## src/pkg/cpf_pkg.sv

```systemverilog
`default_nettype none
package cpf_pkg;
  // Reset values and memory layout (word addresses for flash)
  localparam logic [15:0] PC_RESET    = 16'h0000;
  localparam logic [15:0] SP_RESET    = 16'h2FFF;
  localparam logic [7:0]  SREG_RESET  = 8'h00;
  localparam logic [15:0] TBL_LO      = 16'h7800;
  localparam logic [15:0] BOOT_LO     = 16'h8000;
  localparam logic [15:0] BOOT_HI     = 16'h87FF;
  localparam logic [7:0]  LOCKED_READ = 8'hFF;
  // Pointer pairs: low register index of each
  localparam int X_LO = 26;
  localparam int Y_LO = 28;
  localparam int Z_LO = 30;
  // Opcode field, bits 15:12
  localparam logic [3:0] OP_MISC  = 4'h0;
  localparam logic [3:0] OP_LDI   = 4'h8;
  localparam logic [3:0] OP_SUBI  = 4'h9;
  localparam logic [3:0] OP_ANDI  = 4'hA;
  localparam logic [3:0] OP_ORI   = 4'hB;
  localparam logic [3:0] OP_ADIW  = 4'hC;
  localparam logic [3:0] OP_LDST  = 4'hD;
  localparam logic [3:0] OP_INOUT = 4'hE;
  localparam logic [3:0] OP_FLOW  = 4'hF;
  localparam logic [3:0] OP_MUL   = 4'h7;
  // Function field of the misc group, bits 3:0
  localparam logic [3:0] FN_RET  = 4'h1;
  localparam logic [3:0] FN_RETI = 4'h2;
  localparam logic [3:0] FN_SPM  = 4'h3;
  localparam logic [3:0] FN_LPM  = 4'h4;
  localparam logic [3:0] FN_SEI  = 4'h5;
  localparam logic [3:0] FN_CLI  = 4'h6;
  // Flow kinds, bits 11:10
  localparam logic [1:0] FL_JMP  = 2'h0;
  localparam logic [1:0] FL_CALL = 2'h1;
  localparam logic [1:0] FL_BR   = 2'h2;
  // I/O addresses handled inside the core
  localparam logic [5:0] IO_SPL  = 6'h3D;
  localparam logic [5:0] IO_SPH  = 6'h3E;
  localparam logic [5:0] IO_SREG = 6'h3F;
  // Status flag positions
  localparam int F_C = 0;
  localparam int F_Z = 1;
  localparam int F_N = 2;
  localparam int F_V = 3;
  localparam int F_S = 4;
  localparam int F_H = 5;
  localparam int F_I = 7;
  typedef enum logic [3:0] {ALU_ADD, ALU_SUB, ALU_AND, ALU_OR, ALU_EOR, ALU_PASS,
                            ALU_ADIW, ALU_MULU, ALU_MULS, ALU_FMUL, ALU_FMULS} cpf_alu_e;
endpackage
`default_nettype wire

```

## src/verilog/cpf_regfile.sv

```systemverilog
`timescale 1ns/100ps
`default_nettype none
module cpf_regfile (
  // Clock and reset
  input  wire logic        clk_i,
  input  wire logic        rst_n_i,
  // Read ports
  input  wire logic [4:0]  ra_i,
  input  wire logic [4:0]  rb_i,
  output logic      [7:0]  a_o,
  output logic      [7:0]  b_o,
  output logic      [15:0] x_o,
  output logic      [15:0] y_o,
  output logic      [15:0] z_o,
  // Byte and pair write ports
  input  wire logic        we_i,
  input  wire logic [4:0]  waddr_i,
  input  wire logic [7:0]  wdata_i,
  input  wire logic        pwe_i,
  input  wire logic [3:0]  paddr_i,
  input  wire logic [15:0] pdata_i
);
  logic [7:0] regs [32];
  for (genvar i = 0; i < 32; i++) begin : g_reg
    always_ff @(posedge clk_i) begin
      if (!rst_n_i) regs[i] <= 8'h00;
      else if (pwe_i && paddr_i == 4'(i / 2)) regs[i] <= pdata_i[8 * (i % 2) +: 8];
      else if (we_i && waddr_i == 5'(i)) regs[i] <= wdata_i;
    end
  end
  assign a_o = regs[ra_i];
  assign b_o = regs[rb_i];
  assign x_o = {regs[cpf_pkg::X_LO + 1], regs[cpf_pkg::X_LO]};
  assign y_o = {regs[cpf_pkg::Y_LO + 1], regs[cpf_pkg::Y_LO]};
  assign z_o = {regs[cpf_pkg::Z_LO + 1], regs[cpf_pkg::Z_LO]};
endmodule // cpf_regfile
`default_nettype wire

```

## src/verilog/cpf_alu.sv

```systemverilog
`timescale 1ns/100ps
`default_nettype none
module cpf_alu (
  // Operation and operands; for pair ops a is low byte, b high byte
  input  wire cpf_pkg::cpf_alu_e op_i,
  input  wire logic [7:0]        a_i,
  input  wire logic [7:0]        b_i,
  input  wire logic [5:0]        k_i,
  input  wire logic [7:0]        flags_i,
  // Result and flags
  output logic      [15:0]       res_o,
  output logic      [7:0]        flags_o
);
  logic [8:0]         sum8;
  logic [8:0]         dif8;
  logic [16:0]        sum16;
  logic               sgn;
  logic               frac;
  logic signed [17:0] prod;
  logic [15:0]        mres;
  logic               r7;
  logic               wide;
  assign sum8  = {1'b0, a_i} + {1'b0, b_i};
  assign dif8  = {1'b0, a_i} - {1'b0, b_i};
  assign sum16 = {1'b0, b_i, a_i} + {11'h000, k_i};
  assign sgn   = op_i == cpf_pkg::ALU_MULS || op_i == cpf_pkg::ALU_FMULS;
  assign frac  = op_i == cpf_pkg::ALU_FMUL || op_i == cpf_pkg::ALU_FMULS;
  assign prod  = $signed({sgn & a_i[7], a_i}) * $signed({sgn & b_i[7], b_i});
  assign mres  = frac ? {prod[14:0], 1'b0} : prod[15:0];
  assign wide  = op_i == cpf_pkg::ALU_ADIW;
  always_comb begin
    res_o   = 16'h0000;
    flags_o = flags_i;
    case (op_i)
      cpf_pkg::ALU_ADD: begin
        res_o = {8'h00, sum8[7:0]};
        flags_o[cpf_pkg::F_C] = sum8[8];
        flags_o[cpf_pkg::F_H] = (a_i[3] & b_i[3]) | (b_i[3] & ~sum8[3]) | (~sum8[3] & a_i[3]);
        flags_o[cpf_pkg::F_V] = (a_i[7] & b_i[7] & ~sum8[7]) | (~a_i[7] & ~b_i[7] & sum8[7]);
      end
      cpf_pkg::ALU_SUB: begin
        res_o = {8'h00, dif8[7:0]};
        flags_o[cpf_pkg::F_C] = dif8[8];
        flags_o[cpf_pkg::F_H] = (~a_i[3] & b_i[3]) | (b_i[3] & dif8[3]) | (dif8[3] & ~a_i[3]);
        flags_o[cpf_pkg::F_V] = (a_i[7] & ~b_i[7] & ~dif8[7]) | (~a_i[7] & b_i[7] & dif8[7]);
      end
      cpf_pkg::ALU_AND: res_o = {8'h00, a_i & b_i};
      cpf_pkg::ALU_OR:  res_o = {8'h00, a_i | b_i};
      cpf_pkg::ALU_EOR: res_o = {8'h00, a_i ^ b_i};
      cpf_pkg::ALU_ADIW: begin
        res_o = sum16[15:0];
        flags_o[cpf_pkg::F_C] = sum16[16];
        flags_o[cpf_pkg::F_V] = ~b_i[7] & sum16[15];
      end
      cpf_pkg::ALU_PASS: res_o = {8'h00, b_i};
      default: begin
        res_o = mres;
        flags_o[cpf_pkg::F_C] = prod[15];
        flags_o[cpf_pkg::F_Z] = mres == 16'h0000;
      end
    endcase
    r7 = wide ? res_o[15] : res_o[7];
    // Logic ops clear overflow; sign flags follow the result width
    if (op_i == cpf_pkg::ALU_AND || op_i == cpf_pkg::ALU_OR || op_i == cpf_pkg::ALU_EOR) begin
      flags_o[cpf_pkg::F_V] = 1'b0;
    end
    if (op_i <= cpf_pkg::ALU_EOR || wide) begin
      flags_o[cpf_pkg::F_N] = r7;
      flags_o[cpf_pkg::F_Z] = wide ? res_o == 16'h0000 : res_o[7:0] == 8'h00;
      flags_o[cpf_pkg::F_S] = r7 ^ flags_o[cpf_pkg::F_V];
    end
  end
endmodule // cpf_alu
`default_nettype wire

```

## src/verilog/cpf_core.sv

```systemverilog
`timescale 1ns/100ps
`default_nettype none
module cpf_core (
  // Clock and reset
  input  wire logic        CORE_CLK_I,
  input  wire logic        RST_N_I,
  // Program flash
  output logic      [15:0] PMEM_ADDR_O,
  input  wire logic [15:0] PMEM_DATA_I,
  output logic             FLASH_WE_O,
  output logic      [15:0] FLASH_WADDR_O,
  output logic      [15:0] FLASH_WDATA_O,
  output logic             SPM_DENIED_O,
  // Section locks: 00 open, 01 no write, 1x no write and no read from code in another section
  input  wire logic [1:0]  LOCK_APP_I,
  input  wire logic [1:0]  LOCK_TBL_I,
  input  wire logic [1:0]  LOCK_BOOT_I,
  // Data SRAM and I/O space
  output logic      [15:0] DMEM_ADDR_O,
  output logic      [7:0]  DMEM_WDATA_O,
  output logic             DMEM_WE_O,
  output logic             DMEM_RE_O,
  input  wire logic [7:0]  DMEM_RDATA_I,
  // Interrupt
  input  wire logic        IRQ_REQ_I,
  input  wire logic [15:0] IRQ_VEC_I,
  output logic             IRQ_ACK_O
);
  typedef enum logic [3:0] {ST_EXEC, ST_OPND, ST_PUSH_HI, ST_POP_A, ST_POP_B, ST_POP_C,
                            ST_LD_A, ST_LD_B, ST_LPM_A, ST_LPM_B} cpf_state_e;

  // Lock that covers a word address
  function automatic logic [1:0] lock_for(input logic [15:0] a, input logic [1:0] la,
                                          input logic [1:0] lt, input logic [1:0] lb);
    if (a >= cpf_pkg::BOOT_LO) lock_for = lb;
    else if (a >= cpf_pkg::TBL_LO) lock_for = lt;
    else lock_for = la;
  endfunction

  // Section index: 0 application, 1 table, 2 boot
  function automatic logic [1:0] sect_of(input logic [15:0] a);
    if (a >= cpf_pkg::BOOT_LO && a <= cpf_pkg::BOOT_HI) sect_of = 2'h2;
    else if (a >= cpf_pkg::TBL_LO && a < cpf_pkg::BOOT_LO) sect_of = 2'h1;
    else sect_of = 2'h0;
  endfunction

  cpf_state_e state;
  cpf_state_e next_state;
  logic [15:0] pc;
  logic [15:0] next_pc;
  logic [15:0] iaddr;
  logic        fv;
  logic        next_fv;
  logic [15:0] sp;
  logic [15:0] next_sp;
  logic [7:0]  sreg;
  logic [7:0]  next_sreg;
  logic [15:0] ret;
  logic [15:0] next_ret;
  logic [15:0] tgt;
  logic [15:0] next_tgt;
  logic [7:0]  tmp;
  logic [7:0]  next_tmp;
  logic [4:0]  ld_dst;
  logic [4:0]  next_ld_dst;
  logic        flag_a;
  logic        next_flag_a;
  logic        flag_b;
  logic        next_flag_b;
  logic [15:0] next_dm_addr;
  logic [7:0]  next_dm_wdata;
  logic        next_dm_we;
  logic        next_dm_re;
  logic        next_fl_we;
  logic        next_spm_deny;
  logic        next_irq_ack;

  logic [7:0]  a_val;
  logic [7:0]  b_val;
  logic [15:0] x_val;
  logic [15:0] y_val;
  logic [15:0] z_val;
  // Decode of the word on the flash data bus
  logic [15:0] iw;
  logic [3:0]  opc;
  logic [3:0]  fn;
  logic [5:0]  io;
  logic        imm_fmt;
  logic [4:0]  ra;
  logic [4:0]  rb;
  logic [15:0] ptr;
  logic [15:0] br_tgt;
  logic        irq_take;
  logic        spm_ok;
  logic        lpm_blk;
  assign iw      = PMEM_DATA_I;
  assign opc     = iw[15:12];
  assign fn      = iw[3:0];
  assign io      = iw[10:5];
  assign imm_fmt = opc >= cpf_pkg::OP_LDI && opc <= cpf_pkg::OP_ORI;
  assign ra = opc == cpf_pkg::OP_LDST ? iw[8:4] :
              opc == cpf_pkg::OP_INOUT ? iw[4:0] :
              opc == cpf_pkg::OP_ADIW ? {2'b11, iw[7:6], 1'b0} :
              opc == cpf_pkg::OP_MISC ? 5'h01 :
              imm_fmt ? {1'b1, iw[11:8]} : iw[11:7];
  assign rb = opc == cpf_pkg::OP_ADIW ? {2'b11, iw[7:6], 1'b1} :
              opc == cpf_pkg::OP_MISC ? 5'h00 : iw[6:2];
  assign ptr = iw[10:9] == 2'h0 ? x_val : iw[10:9] == 2'h1 ? y_val : z_val;
  assign br_tgt   = iaddr + 16'h0001 + {{10{iw[5]}}, iw[5:0]};
  assign irq_take = IRQ_REQ_I && sreg[cpf_pkg::F_I];
  assign spm_ok   = sect_of(iaddr) == 2'h2 && lock_for(z_val, LOCK_APP_I, LOCK_TBL_I, LOCK_BOOT_I) == 2'h0;
  assign lpm_blk  = lock_for({1'b0, z_val[15:1]}, LOCK_APP_I, LOCK_TBL_I, LOCK_BOOT_I) >= 2'h2
                    && sect_of({1'b0, z_val[15:1]}) != sect_of(iaddr);

  // Register file and ALU
  logic        rf_we;
  logic [4:0]  rf_waddr;
  logic [7:0]  rf_wdata;
  logic        rf_pwe;
  logic [3:0]  rf_paddr;
  cpf_pkg::cpf_alu_e alu_op;
  logic [7:0]  alu_b;
  logic [15:0] alu_res;
  logic [7:0]  alu_flags;

  cpf_regfile u_regfile (
    .clk_i   (CORE_CLK_I),
    .rst_n_i (RST_N_I),
    .ra_i    (ra),
    .rb_i    (rb),
    .a_o     (a_val),
    .b_o     (b_val),
    .x_o     (x_val),
    .y_o     (y_val),
    .z_o     (z_val),
    .we_i    (rf_we),
    .waddr_i (rf_waddr),
    .wdata_i (rf_wdata),
    .pwe_i   (rf_pwe),
    .paddr_i (rf_paddr),
    .pdata_i (alu_res)
  );

  cpf_alu u_alu (
    .op_i    (alu_op),
    .a_i     (a_val),
    .b_i     (alu_b),
    .k_i     (iw[5:0]),
    .flags_i (sreg),
    .res_o   (alu_res),
    .flags_o (alu_flags)
  );

  // Operation select for the ALU
  always_comb begin
    alu_op = cpf_pkg::ALU_PASS;
    alu_b  = imm_fmt ? iw[7:0] : b_val;
    case (opc)
      4'h1:              alu_op = cpf_pkg::ALU_ADD;
      4'h2:              alu_op = cpf_pkg::ALU_SUB;
      4'h3:              alu_op = cpf_pkg::ALU_AND;
      4'h4:              alu_op = cpf_pkg::ALU_OR;
      4'h5:              alu_op = cpf_pkg::ALU_EOR;
      cpf_pkg::OP_SUBI:  alu_op = cpf_pkg::ALU_SUB;
      cpf_pkg::OP_ANDI:  alu_op = cpf_pkg::ALU_AND;
      cpf_pkg::OP_ORI:   alu_op = cpf_pkg::ALU_OR;
      cpf_pkg::OP_ADIW:  alu_op = cpf_pkg::ALU_ADIW;
      cpf_pkg::OP_MUL: begin
        alu_op = iw[1] ? (iw[0] ? cpf_pkg::ALU_FMULS : cpf_pkg::ALU_FMUL)
                       : (iw[0] ? cpf_pkg::ALU_MULS : cpf_pkg::ALU_MULU);
      end
      default:           alu_op = cpf_pkg::ALU_PASS;
    endcase
  end

  // Sequencer
  always_comb begin
    next_state    = state;
    next_pc       = pc;
    next_fv       = 1'b1;
    next_sp       = sp;
    next_sreg     = sreg;
    next_ret      = ret;
    next_tgt      = tgt;
    next_tmp      = tmp;
    next_ld_dst   = ld_dst;
    next_flag_a   = flag_a;
    next_flag_b   = flag_b;
    next_dm_addr  = DMEM_ADDR_O;
    next_dm_wdata = DMEM_WDATA_O;
    next_dm_we    = 1'b0;
    next_dm_re    = 1'b0;
    next_fl_we    = 1'b0;
    next_spm_deny = 1'b0;
    next_irq_ack  = 1'b0;
    rf_we         = 1'b0;
    rf_waddr      = ra;
    rf_wdata      = alu_res[7:0];
    rf_pwe        = 1'b0;
    rf_paddr      = 4'h0;
    case (state)
      ST_EXEC: begin
        if (!fv) begin
          next_pc = pc + 16'h0001;
        end else if (irq_take) begin
          next_ret  = iaddr;
          next_tgt  = IRQ_VEC_I;
          next_sreg[cpf_pkg::F_I] = 1'b0;
          next_irq_ack  = 1'b1;
          next_dm_addr  = sp;
          next_dm_wdata = iaddr[7:0];
          next_dm_we    = 1'b1;
          next_sp       = sp - 16'h0001;
          next_state    = ST_PUSH_HI;
        end else begin
          next_pc = pc + 16'h0001;
          case (opc)
            cpf_pkg::OP_MISC: begin
              if (fn == cpf_pkg::FN_RET || fn == cpf_pkg::FN_RETI) begin
                next_sreg[cpf_pkg::F_I] = sreg[cpf_pkg::F_I] | (fn == cpf_pkg::FN_RETI);
                next_dm_addr = sp + 16'h0001;
                next_dm_re   = 1'b1;
                next_sp      = sp + 16'h0001;
                next_pc      = pc;
                next_state   = ST_POP_A;
              end else if (fn == cpf_pkg::FN_SPM) begin
                next_fl_we    = spm_ok;
                next_spm_deny = !spm_ok;
              end else if (fn == cpf_pkg::FN_LPM) begin
                next_tgt    = pc;
                next_pc     = {1'b0, z_val[15:1]};
                next_flag_a = z_val[0];
                next_flag_b = lpm_blk;
                next_state  = ST_LPM_A;
              end else if (fn == cpf_pkg::FN_SEI || fn == cpf_pkg::FN_CLI) begin
                next_sreg[cpf_pkg::F_I] = fn == cpf_pkg::FN_SEI;
              end
            end
            cpf_pkg::OP_LDST: begin
              next_dm_addr  = ptr;
              next_dm_wdata = a_val;
              next_dm_we    = iw[11];
              next_dm_re    = !iw[11];
              next_ld_dst   = iw[8:4];
              if (!iw[11]) begin
                next_pc    = pc;
                next_state = ST_LD_A;
              end
            end
            cpf_pkg::OP_INOUT: begin
              rf_we = !iw[11] && (io == cpf_pkg::IO_SPL || io == cpf_pkg::IO_SPH || io == cpf_pkg::IO_SREG);
              rf_wdata = io == cpf_pkg::IO_SPL ? sp[7:0] : io == cpf_pkg::IO_SPH ? tmp : sreg;
              if (iw[11] && io == cpf_pkg::IO_SPL) next_tmp = a_val;
              else if (iw[11] && io == cpf_pkg::IO_SPH) next_sp = {a_val, tmp};
              else if (iw[11] && io == cpf_pkg::IO_SREG) next_sreg = a_val;
              else if (!iw[11] && io == cpf_pkg::IO_SPL) next_tmp = sp[15:8];
              else if (!rf_we) begin
                next_dm_addr  = {10'h000, io};
                next_dm_wdata = a_val;
                next_dm_we    = iw[11];
                next_dm_re    = !iw[11];
                next_ld_dst   = iw[4:0];
                if (!iw[11]) begin
                  next_pc    = pc;
                  next_state = ST_LD_A;
                end
              end
            end
            cpf_pkg::OP_FLOW: begin
              if (iw[11:10] == cpf_pkg::FL_BR) begin
                if (sreg[iw[8:6]] == iw[9]) begin
                  next_pc = br_tgt;
                  next_fv = 1'b0;
                end
              end else begin
                next_flag_a = iw[11:10] == cpf_pkg::FL_CALL;
                next_state  = ST_OPND;
              end
            end
            default: begin
              rf_we     = opc != cpf_pkg::OP_MUL && opc != cpf_pkg::OP_ADIW;
              rf_pwe    = !rf_we;
              rf_paddr  = opc == cpf_pkg::OP_ADIW ? {2'b11, iw[7:6]} : 4'h0;
              next_sreg = alu_flags;
            end
          endcase
        end
      end
      ST_OPND: begin
        next_tgt = iw;
        if (flag_a) begin
          next_ret      = pc;
          next_dm_addr  = sp;
          next_dm_wdata = pc[7:0];
          next_dm_we    = 1'b1;
          next_sp       = sp - 16'h0001;
          next_state    = ST_PUSH_HI;
        end else begin
          next_pc    = iw;
          next_fv    = 1'b0;
          next_state = ST_EXEC;
        end
      end
      ST_PUSH_HI: begin
        next_dm_addr  = sp;
        next_dm_wdata = ret[15:8];
        next_dm_we    = 1'b1;
        next_sp       = sp - 16'h0001;
        next_pc       = tgt;
        next_fv       = 1'b0;
        next_state    = ST_EXEC;
      end
      ST_POP_A: begin
        next_dm_addr = sp + 16'h0001;
        next_dm_re   = 1'b1;
        next_sp      = sp + 16'h0001;
        next_state   = ST_POP_B;
      end
      ST_POP_B: begin
        next_ret   = {DMEM_RDATA_I, 8'h00};
        next_state = ST_POP_C;
      end
      ST_POP_C: begin
        next_pc    = {ret[15:8], DMEM_RDATA_I};
        next_fv    = 1'b0;
        next_state = ST_EXEC;
      end
      ST_LD_A: next_state = ST_LD_B;
      ST_LD_B: begin
        rf_we      = 1'b1;
        rf_waddr   = ld_dst;
        rf_wdata   = DMEM_RDATA_I;
        next_fv    = 1'b0;
        next_state = ST_EXEC;
      end
      ST_LPM_A: begin
        next_pc    = tgt;
        next_state = ST_LPM_B;
      end
      default: begin
        rf_we      = 1'b1;
        rf_waddr   = 5'h00;
        rf_wdata   = flag_b ? cpf_pkg::LOCKED_READ : flag_a ? iw[15:8] : iw[7:0];
        next_fv    = 1'b0;
        next_state = ST_EXEC;
      end
    endcase
  end

  always_ff @(posedge CORE_CLK_I) begin
    if (!RST_N_I) begin
      state         <= ST_EXEC;
      PMEM_ADDR_O   <= cpf_pkg::PC_RESET;
      pc            <= cpf_pkg::PC_RESET;
      iaddr         <= cpf_pkg::PC_RESET;
      fv            <= 1'b0;
      sp            <= cpf_pkg::SP_RESET;
      sreg          <= cpf_pkg::SREG_RESET;
      ret           <= 16'h0000;
      tgt           <= 16'h0000;
      tmp           <= 8'h00;
      ld_dst        <= 5'h00;
      flag_a        <= 1'b0;
      flag_b        <= 1'b0;
      DMEM_ADDR_O   <= 16'h0000;
      DMEM_WDATA_O  <= 8'h00;
      DMEM_WE_O     <= 1'b0;
      DMEM_RE_O     <= 1'b0;
      FLASH_WE_O    <= 1'b0;
      FLASH_WADDR_O <= 16'h0000;
      FLASH_WDATA_O <= 16'h0000;
      SPM_DENIED_O  <= 1'b0;
      IRQ_ACK_O     <= 1'b0;
    end else begin
      state         <= next_state;
      PMEM_ADDR_O   <= next_pc;
      pc            <= next_pc;
      iaddr         <= pc;
      fv            <= next_fv;
      sp            <= next_sp;
      sreg          <= next_sreg;
      ret           <= next_ret;
      tgt           <= next_tgt;
      tmp           <= next_tmp;
      ld_dst        <= next_ld_dst;
      flag_a        <= next_flag_a;
      flag_b        <= next_flag_b;
      DMEM_ADDR_O   <= next_dm_addr;
      DMEM_WDATA_O  <= next_dm_wdata;
      DMEM_WE_O     <= next_dm_we;
      DMEM_RE_O     <= next_dm_re;
      FLASH_WE_O    <= next_fl_we;
      FLASH_WADDR_O <= z_val;
      FLASH_WDATA_O <= {a_val, b_val};
      SPM_DENIED_O  <= next_spm_deny;
      IRQ_ACK_O     <= next_irq_ack;
    end
  end
endmodule // cpf_core
`default_nettype wire

```

## config.mk

```make
export PLATFORM = sky130hd
export DESIGN_NAME = cpf_core
export DESIGN_NICKNAME = d
export VERILOG_FILES = /design/src/pkg/cpf_pkg.sv /design/src/verilog/cpf_regfile.sv /design/src/verilog/cpf_alu.sv /design/src/verilog/cpf_core.sv
export SDC_FILE = /design/constraint.sdc
export NUM_CORES = 2
export LEC_CHECK = 0
export ABC_CLOCK_PERIOD_IN_PS = 14500
export BUFFER_PORTS_ARGS = -buffer_cell sky130_fd_sc_hd__buf_2
export CAP_MARGIN = 10
export CORE_AREA = 2 2 310 312
export DETAILED_ROUTE_END_ITERATION = 10
export DIE_AREA = 0 0 312 314
export SETUP_SLACK_MARGIN = 0.2
export SLEW_MARGIN = 20
export SYNTH_ARGS = -nofsm -noshare
export SYNTH_HDL_FRONTEND = slang
export SYNTH_HIERARCHICAL = 1
export SYNTH_SLANG_ARGS = --single-unit
```

## constraint.sdc

```tcl
create_clock -name CORE_CLK_I -period 14.5 [get_ports CORE_CLK_I]
set_input_delay 2.9 -clock CORE_CLK_I [delete_from_list [all_inputs] [get_ports CORE_CLK_I]]
set_output_delay 2.9 -clock CORE_CLK_I [all_outputs]
set_load 0.005 [all_outputs]
```

==> summary.txt <==
Yosys
  – Sequential share of the synthesized area: 0.332
  – Most area-consuming cells after synthesis: edfxtp_1 23%, mux4_2 11%, dfxtp_1 9.8%, a22o_1 7.0%, fa_1 4.2%
  – Ys async rst share: 0
  – Post-synth EDFFs: between 200 and 300
  – Synth unique cells: between 100 and 150
  – Synthesized area per cell: 9.90 um^2
  – Most common cell in the netlist: nand2_1
  – Synth area leader: edfxtp_1
  – Synthesized netlist cell count: between 3000 and 4000
  – Synthesis Warnings: 6
  – Syn_nets: between 3000 and 4000
  – Top FF cell, synth: edfxtp_1
  – Post-synth top cells: 280 x nand2_1, 279 x nor2_1, 264 x a22o_1, 256 x edfxtp_1, 214 x clkbuf_1
  – FF+latch count, synth: around 420
  – Syn Std Cell Area: 0.0329 mm^2
  – Post-synth top area share: 0.234

Global route
  – Vias in the first global route: ~28000
  – Gr usage total: 0.266
  – Largest net degree at the start of global routing: 60
  – First-pass GRT wire length: 196 mm
  – Grt total ovfl: 0
  – Initial antenna violation count: 5

Place
  – Post-placement cell count: ~4500
  – DP Wirelength: between 90 and 100 mm
  – Port bufs: around 130
  – GPL Wtd Cong: roughly 1
  – Placed Area: between 0.03 and 0.04 mm^2

STA
  – Share of the clock period used by the worst path: 0.893
  – Setup Viol. Count Final: 0
  – Relative slew slack: 0.0949
  – Tmin final: approximately 13 ns
  – Max Clk Rate: a little under 0.08 GHz
  – Hold_ws: 0.451 ns
  – Final hold viol count: 0
  – Worst slew pin tran: approximately 1.3 ns
  – Setup TNS: 0 ns
  – Final clock skew: between 0.05 and 0.06 ns
  – Max Slew Vio Count: 0
  – RSZ-0062 raised after global routing: no

Job
  – Max-cap violations: 0

Floorplan
  – Die area: slightly below 0.1 mm^2
  – Die height: 314 um
  – Die W: about 310 um
  – Core region area: 0.0944 mm^2
  – Ports: ~130
  – # rows: 113
  – Initial cell density of the core: 0.348

CTS
  – Hold-fix buffers, CTS: 0
  – Cts repair resizes: 0
  – Clk_lat worst skew: 0.64 ns
  – Clock transition at the registers of the reported paths: approximately 0.060 ns
  – Clock Sinks: between 400 and 500
  – Clock Tree Root: clkbuf_16
  – H-Tree Depth: 2
  – Largest buffer count on any clock path: 3
  – Post-CTS Setup Bufs: 0
  – Clock buffer count from CTS: 47
  – CTS tree: yes

Worst setup path
  – Crit path largest cell delay: roughly 0.89 ns
  – Critical-path top delay cell: o22ai_2
  – CP required: between 10 and 15 ns
  – Launching point of the worst reg2reg path: u_regfile/regs[30][2]
  – Critical Path Most Common Cell: fa_1
  – RR Endpoint: u_regfile/regs[25][7]
  – Critical Path AT: between 10 and 15 ns
  – FF-to-FF setup slack: approximately 5.8 ns
  – Crit path from: PMEM_DATA_I[13]
  – Critical Path Start Type: input port
  – CP Max Fanout: 41
  – CP endpoint: u_regfile/regs[25][7]
  – Critical Path Sink Type: flip-flop
  – Reg2reg path depth: 21
  – Critical path class: in2reg

Pwr
  – Power share of the clock group: 0.215
  – Net Sw Frac: 0.468
  – Power Density: between 150 and 200 mW/mm^2
  – Combinational power share: 0.515
  – Switching power: 0.00268 W
  – Leak Pwr: ~13 nW
  – Share of power burned in registers: 0.270
  – Internal power: 0.00305 W
  – VDD IR-drop max: approximately 150 uV

Status
  – Outcome: completed

Drt
  – First-pass DRT Iterations: 8
  – Remaining DRCs: 0
  – DRT Wirelength: between 100 and 150 mm
  – Via density: approximately 6.5
  – WL/cell: slightly below 30 um
  – Remaining antenna violation count: 0
  – Vias: ~30000
  – DR iter-0 viols: 4635

Final layout
  – Multi-input logic area: between 0.02 and 0.025 mm^2
  – Layout cell share with drive strength beyond 1: 0.181
  – Design area: ~0.036 mm^2
  – Post-Layout Cell Count: around 4600
  – FF+latch area: roughly 0.011 mm^2
  – Area growth from synthesis to layout: 10.6%
  – Final-layout fill cell count: a little over 9000
  – Final nets: around 3500

Worst hold path
  – Hold path cells: 2
  – HP Class: reg2reg
==> registers in the layout, summed over array words and instances, names as in the netlist, 5 cells and up <==
register	count
pc	16
ld_dst	5
FLASH_WADDR_O	16
tmp	8
ret	8
sreg	8
sp	16
tgt	16
FLASH_WDATA_O	16
iaddr	16
DMEM_WDATA_O	8
DMEM_ADDR_O	16
u_regfile/regs	256
==> power by group through the flow <==
stage | Sequential [W] | Combinational [W] | Clock [W]
after floorplan | 0.00146 | 0.00196 | 0
after global placement | 0.00156 | 0.00286 | 0
after detailed placement | 0.00156 | 0.00287 | 0
after CTS | 0.00154 | 0.00288 | 0.00124
after global routing | 0.00156 | 0.00318 | 0.00129
final | 0.00155 | 0.00295 | 0.00123
==> metrics by stage <==
step	power (W)	worst slack [ns]	utilization
after global placement	0.00442	1.26	0.368
after CTS	0.00566	1.69	0.385
after global routing	0.00602	1.10	0.385
after detailed placement	0.00443	1.08	0.368
final	0.00573	1.55	0.385
after floorplan	0.00342	2.88	-
==> placed cells by master, fill, tap and decap left out, types with 20 or more instances in the layout <==
cell type  synthesis  final
nand2b_1          26     26
nor3_1            53     52
a21o_1            23     23
nand2_1          280    280
o21ai_0          188    155
edfxtp_1         256    256
mux2i_1           42     42
clkbuf_16          0     47
and3_1            25     25
xnor2_1           43     43
a21oi_1          193    188
mux4_2           163    163
a22oi_1           29     25
a22o_1           264    262
inv_1            122    121
ha_1              88     88
a211oi_1          20     20
buf_2             37    124
fa_1              69     69
xor2_1            22     22
a222oi_1          22     22
mux2_2            25     25
buf_4             17    111
dfxtp_1          161    161
o211ai_1          34     34
o22ai_1           24     21
a2111oi_4         29     29
nand3_1           78     78
nor2_1           279    274
a311oi_1          29     29
a221oi_1          29     29
and2_1            60     60
o21ai_1           11     33
a31oi_1           24     22
==> routing by layer <==
layer  wire [um]  vias up  track usage  part of all wire
met1       52300    14600        0.358              0.39
met4        7170        6        0.124             0.053
met2       58300     2112        0.397              0.43
met3       16700      358       0.0732              0.12
li1            -    12600            -                 -
met5          44        -            0           0.00033
==> worst min-delay path by stage <==
| stage | slack (ns) | startpoint | endpoint |
|---|---|---|---|
| floorplan | 0.44 | tgt[11] | tgt[11] |
| global placement | 0.44 | DMEM_WDATA_O[2] | DMEM_WDATA_O[2] |
| detailed placement | 0.45 | DMEM_WDATA_O[4] | DMEM_WDATA_O[4] |
| CTS | 0.45 | DMEM_WDATA_O[4] | DMEM_WDATA_O[4] |
| global route | 0.47 | DMEM_WDATA_O[4] | DMEM_WDATA_O[4] |
| finish | 0.45 | DMEM_WDATA_O[3] | DMEM_WDATA_O[3] |
==> cell type report <==
type                    instances  share of cell area
inverters                     131              0.0136
multi-input cells            2450               0.560
repair buffers                237              0.0409
flip-flops and latches        417               0.300
clock buffers                  63              0.0352
well taps                    1265              0.0435
clock inverters                21             0.00719
diodes                          1           0.0000688
==> logic make-up after synthesis <==
| group | Yosys count | synth area share |
|---|---|---|
| compound gates | 1058 | 0.249 |
| xor+xnor | 66 | 0.0178 |
| fa+ha+maj | 161 | 0.0767 |
| buf+inv | 454 | 0.0561 |
| flops | 417 | 0.332 |
| mux | 232 | 0.134 |
| simple gates | 933 | 0.135 |
==> critical path, delay by kind of cell <==
kind	cells	cell delay, ns
AO/OA/AOI/OAI	10	3.46
adder cells (fa/ha/maj)	6	2.87
buffers and inverters	6	1.72
multiplexers	3	1.42
AND/OR/NAND/NOR	5	0.94
No activity file was read; power rests on OpenSTA's default activity.
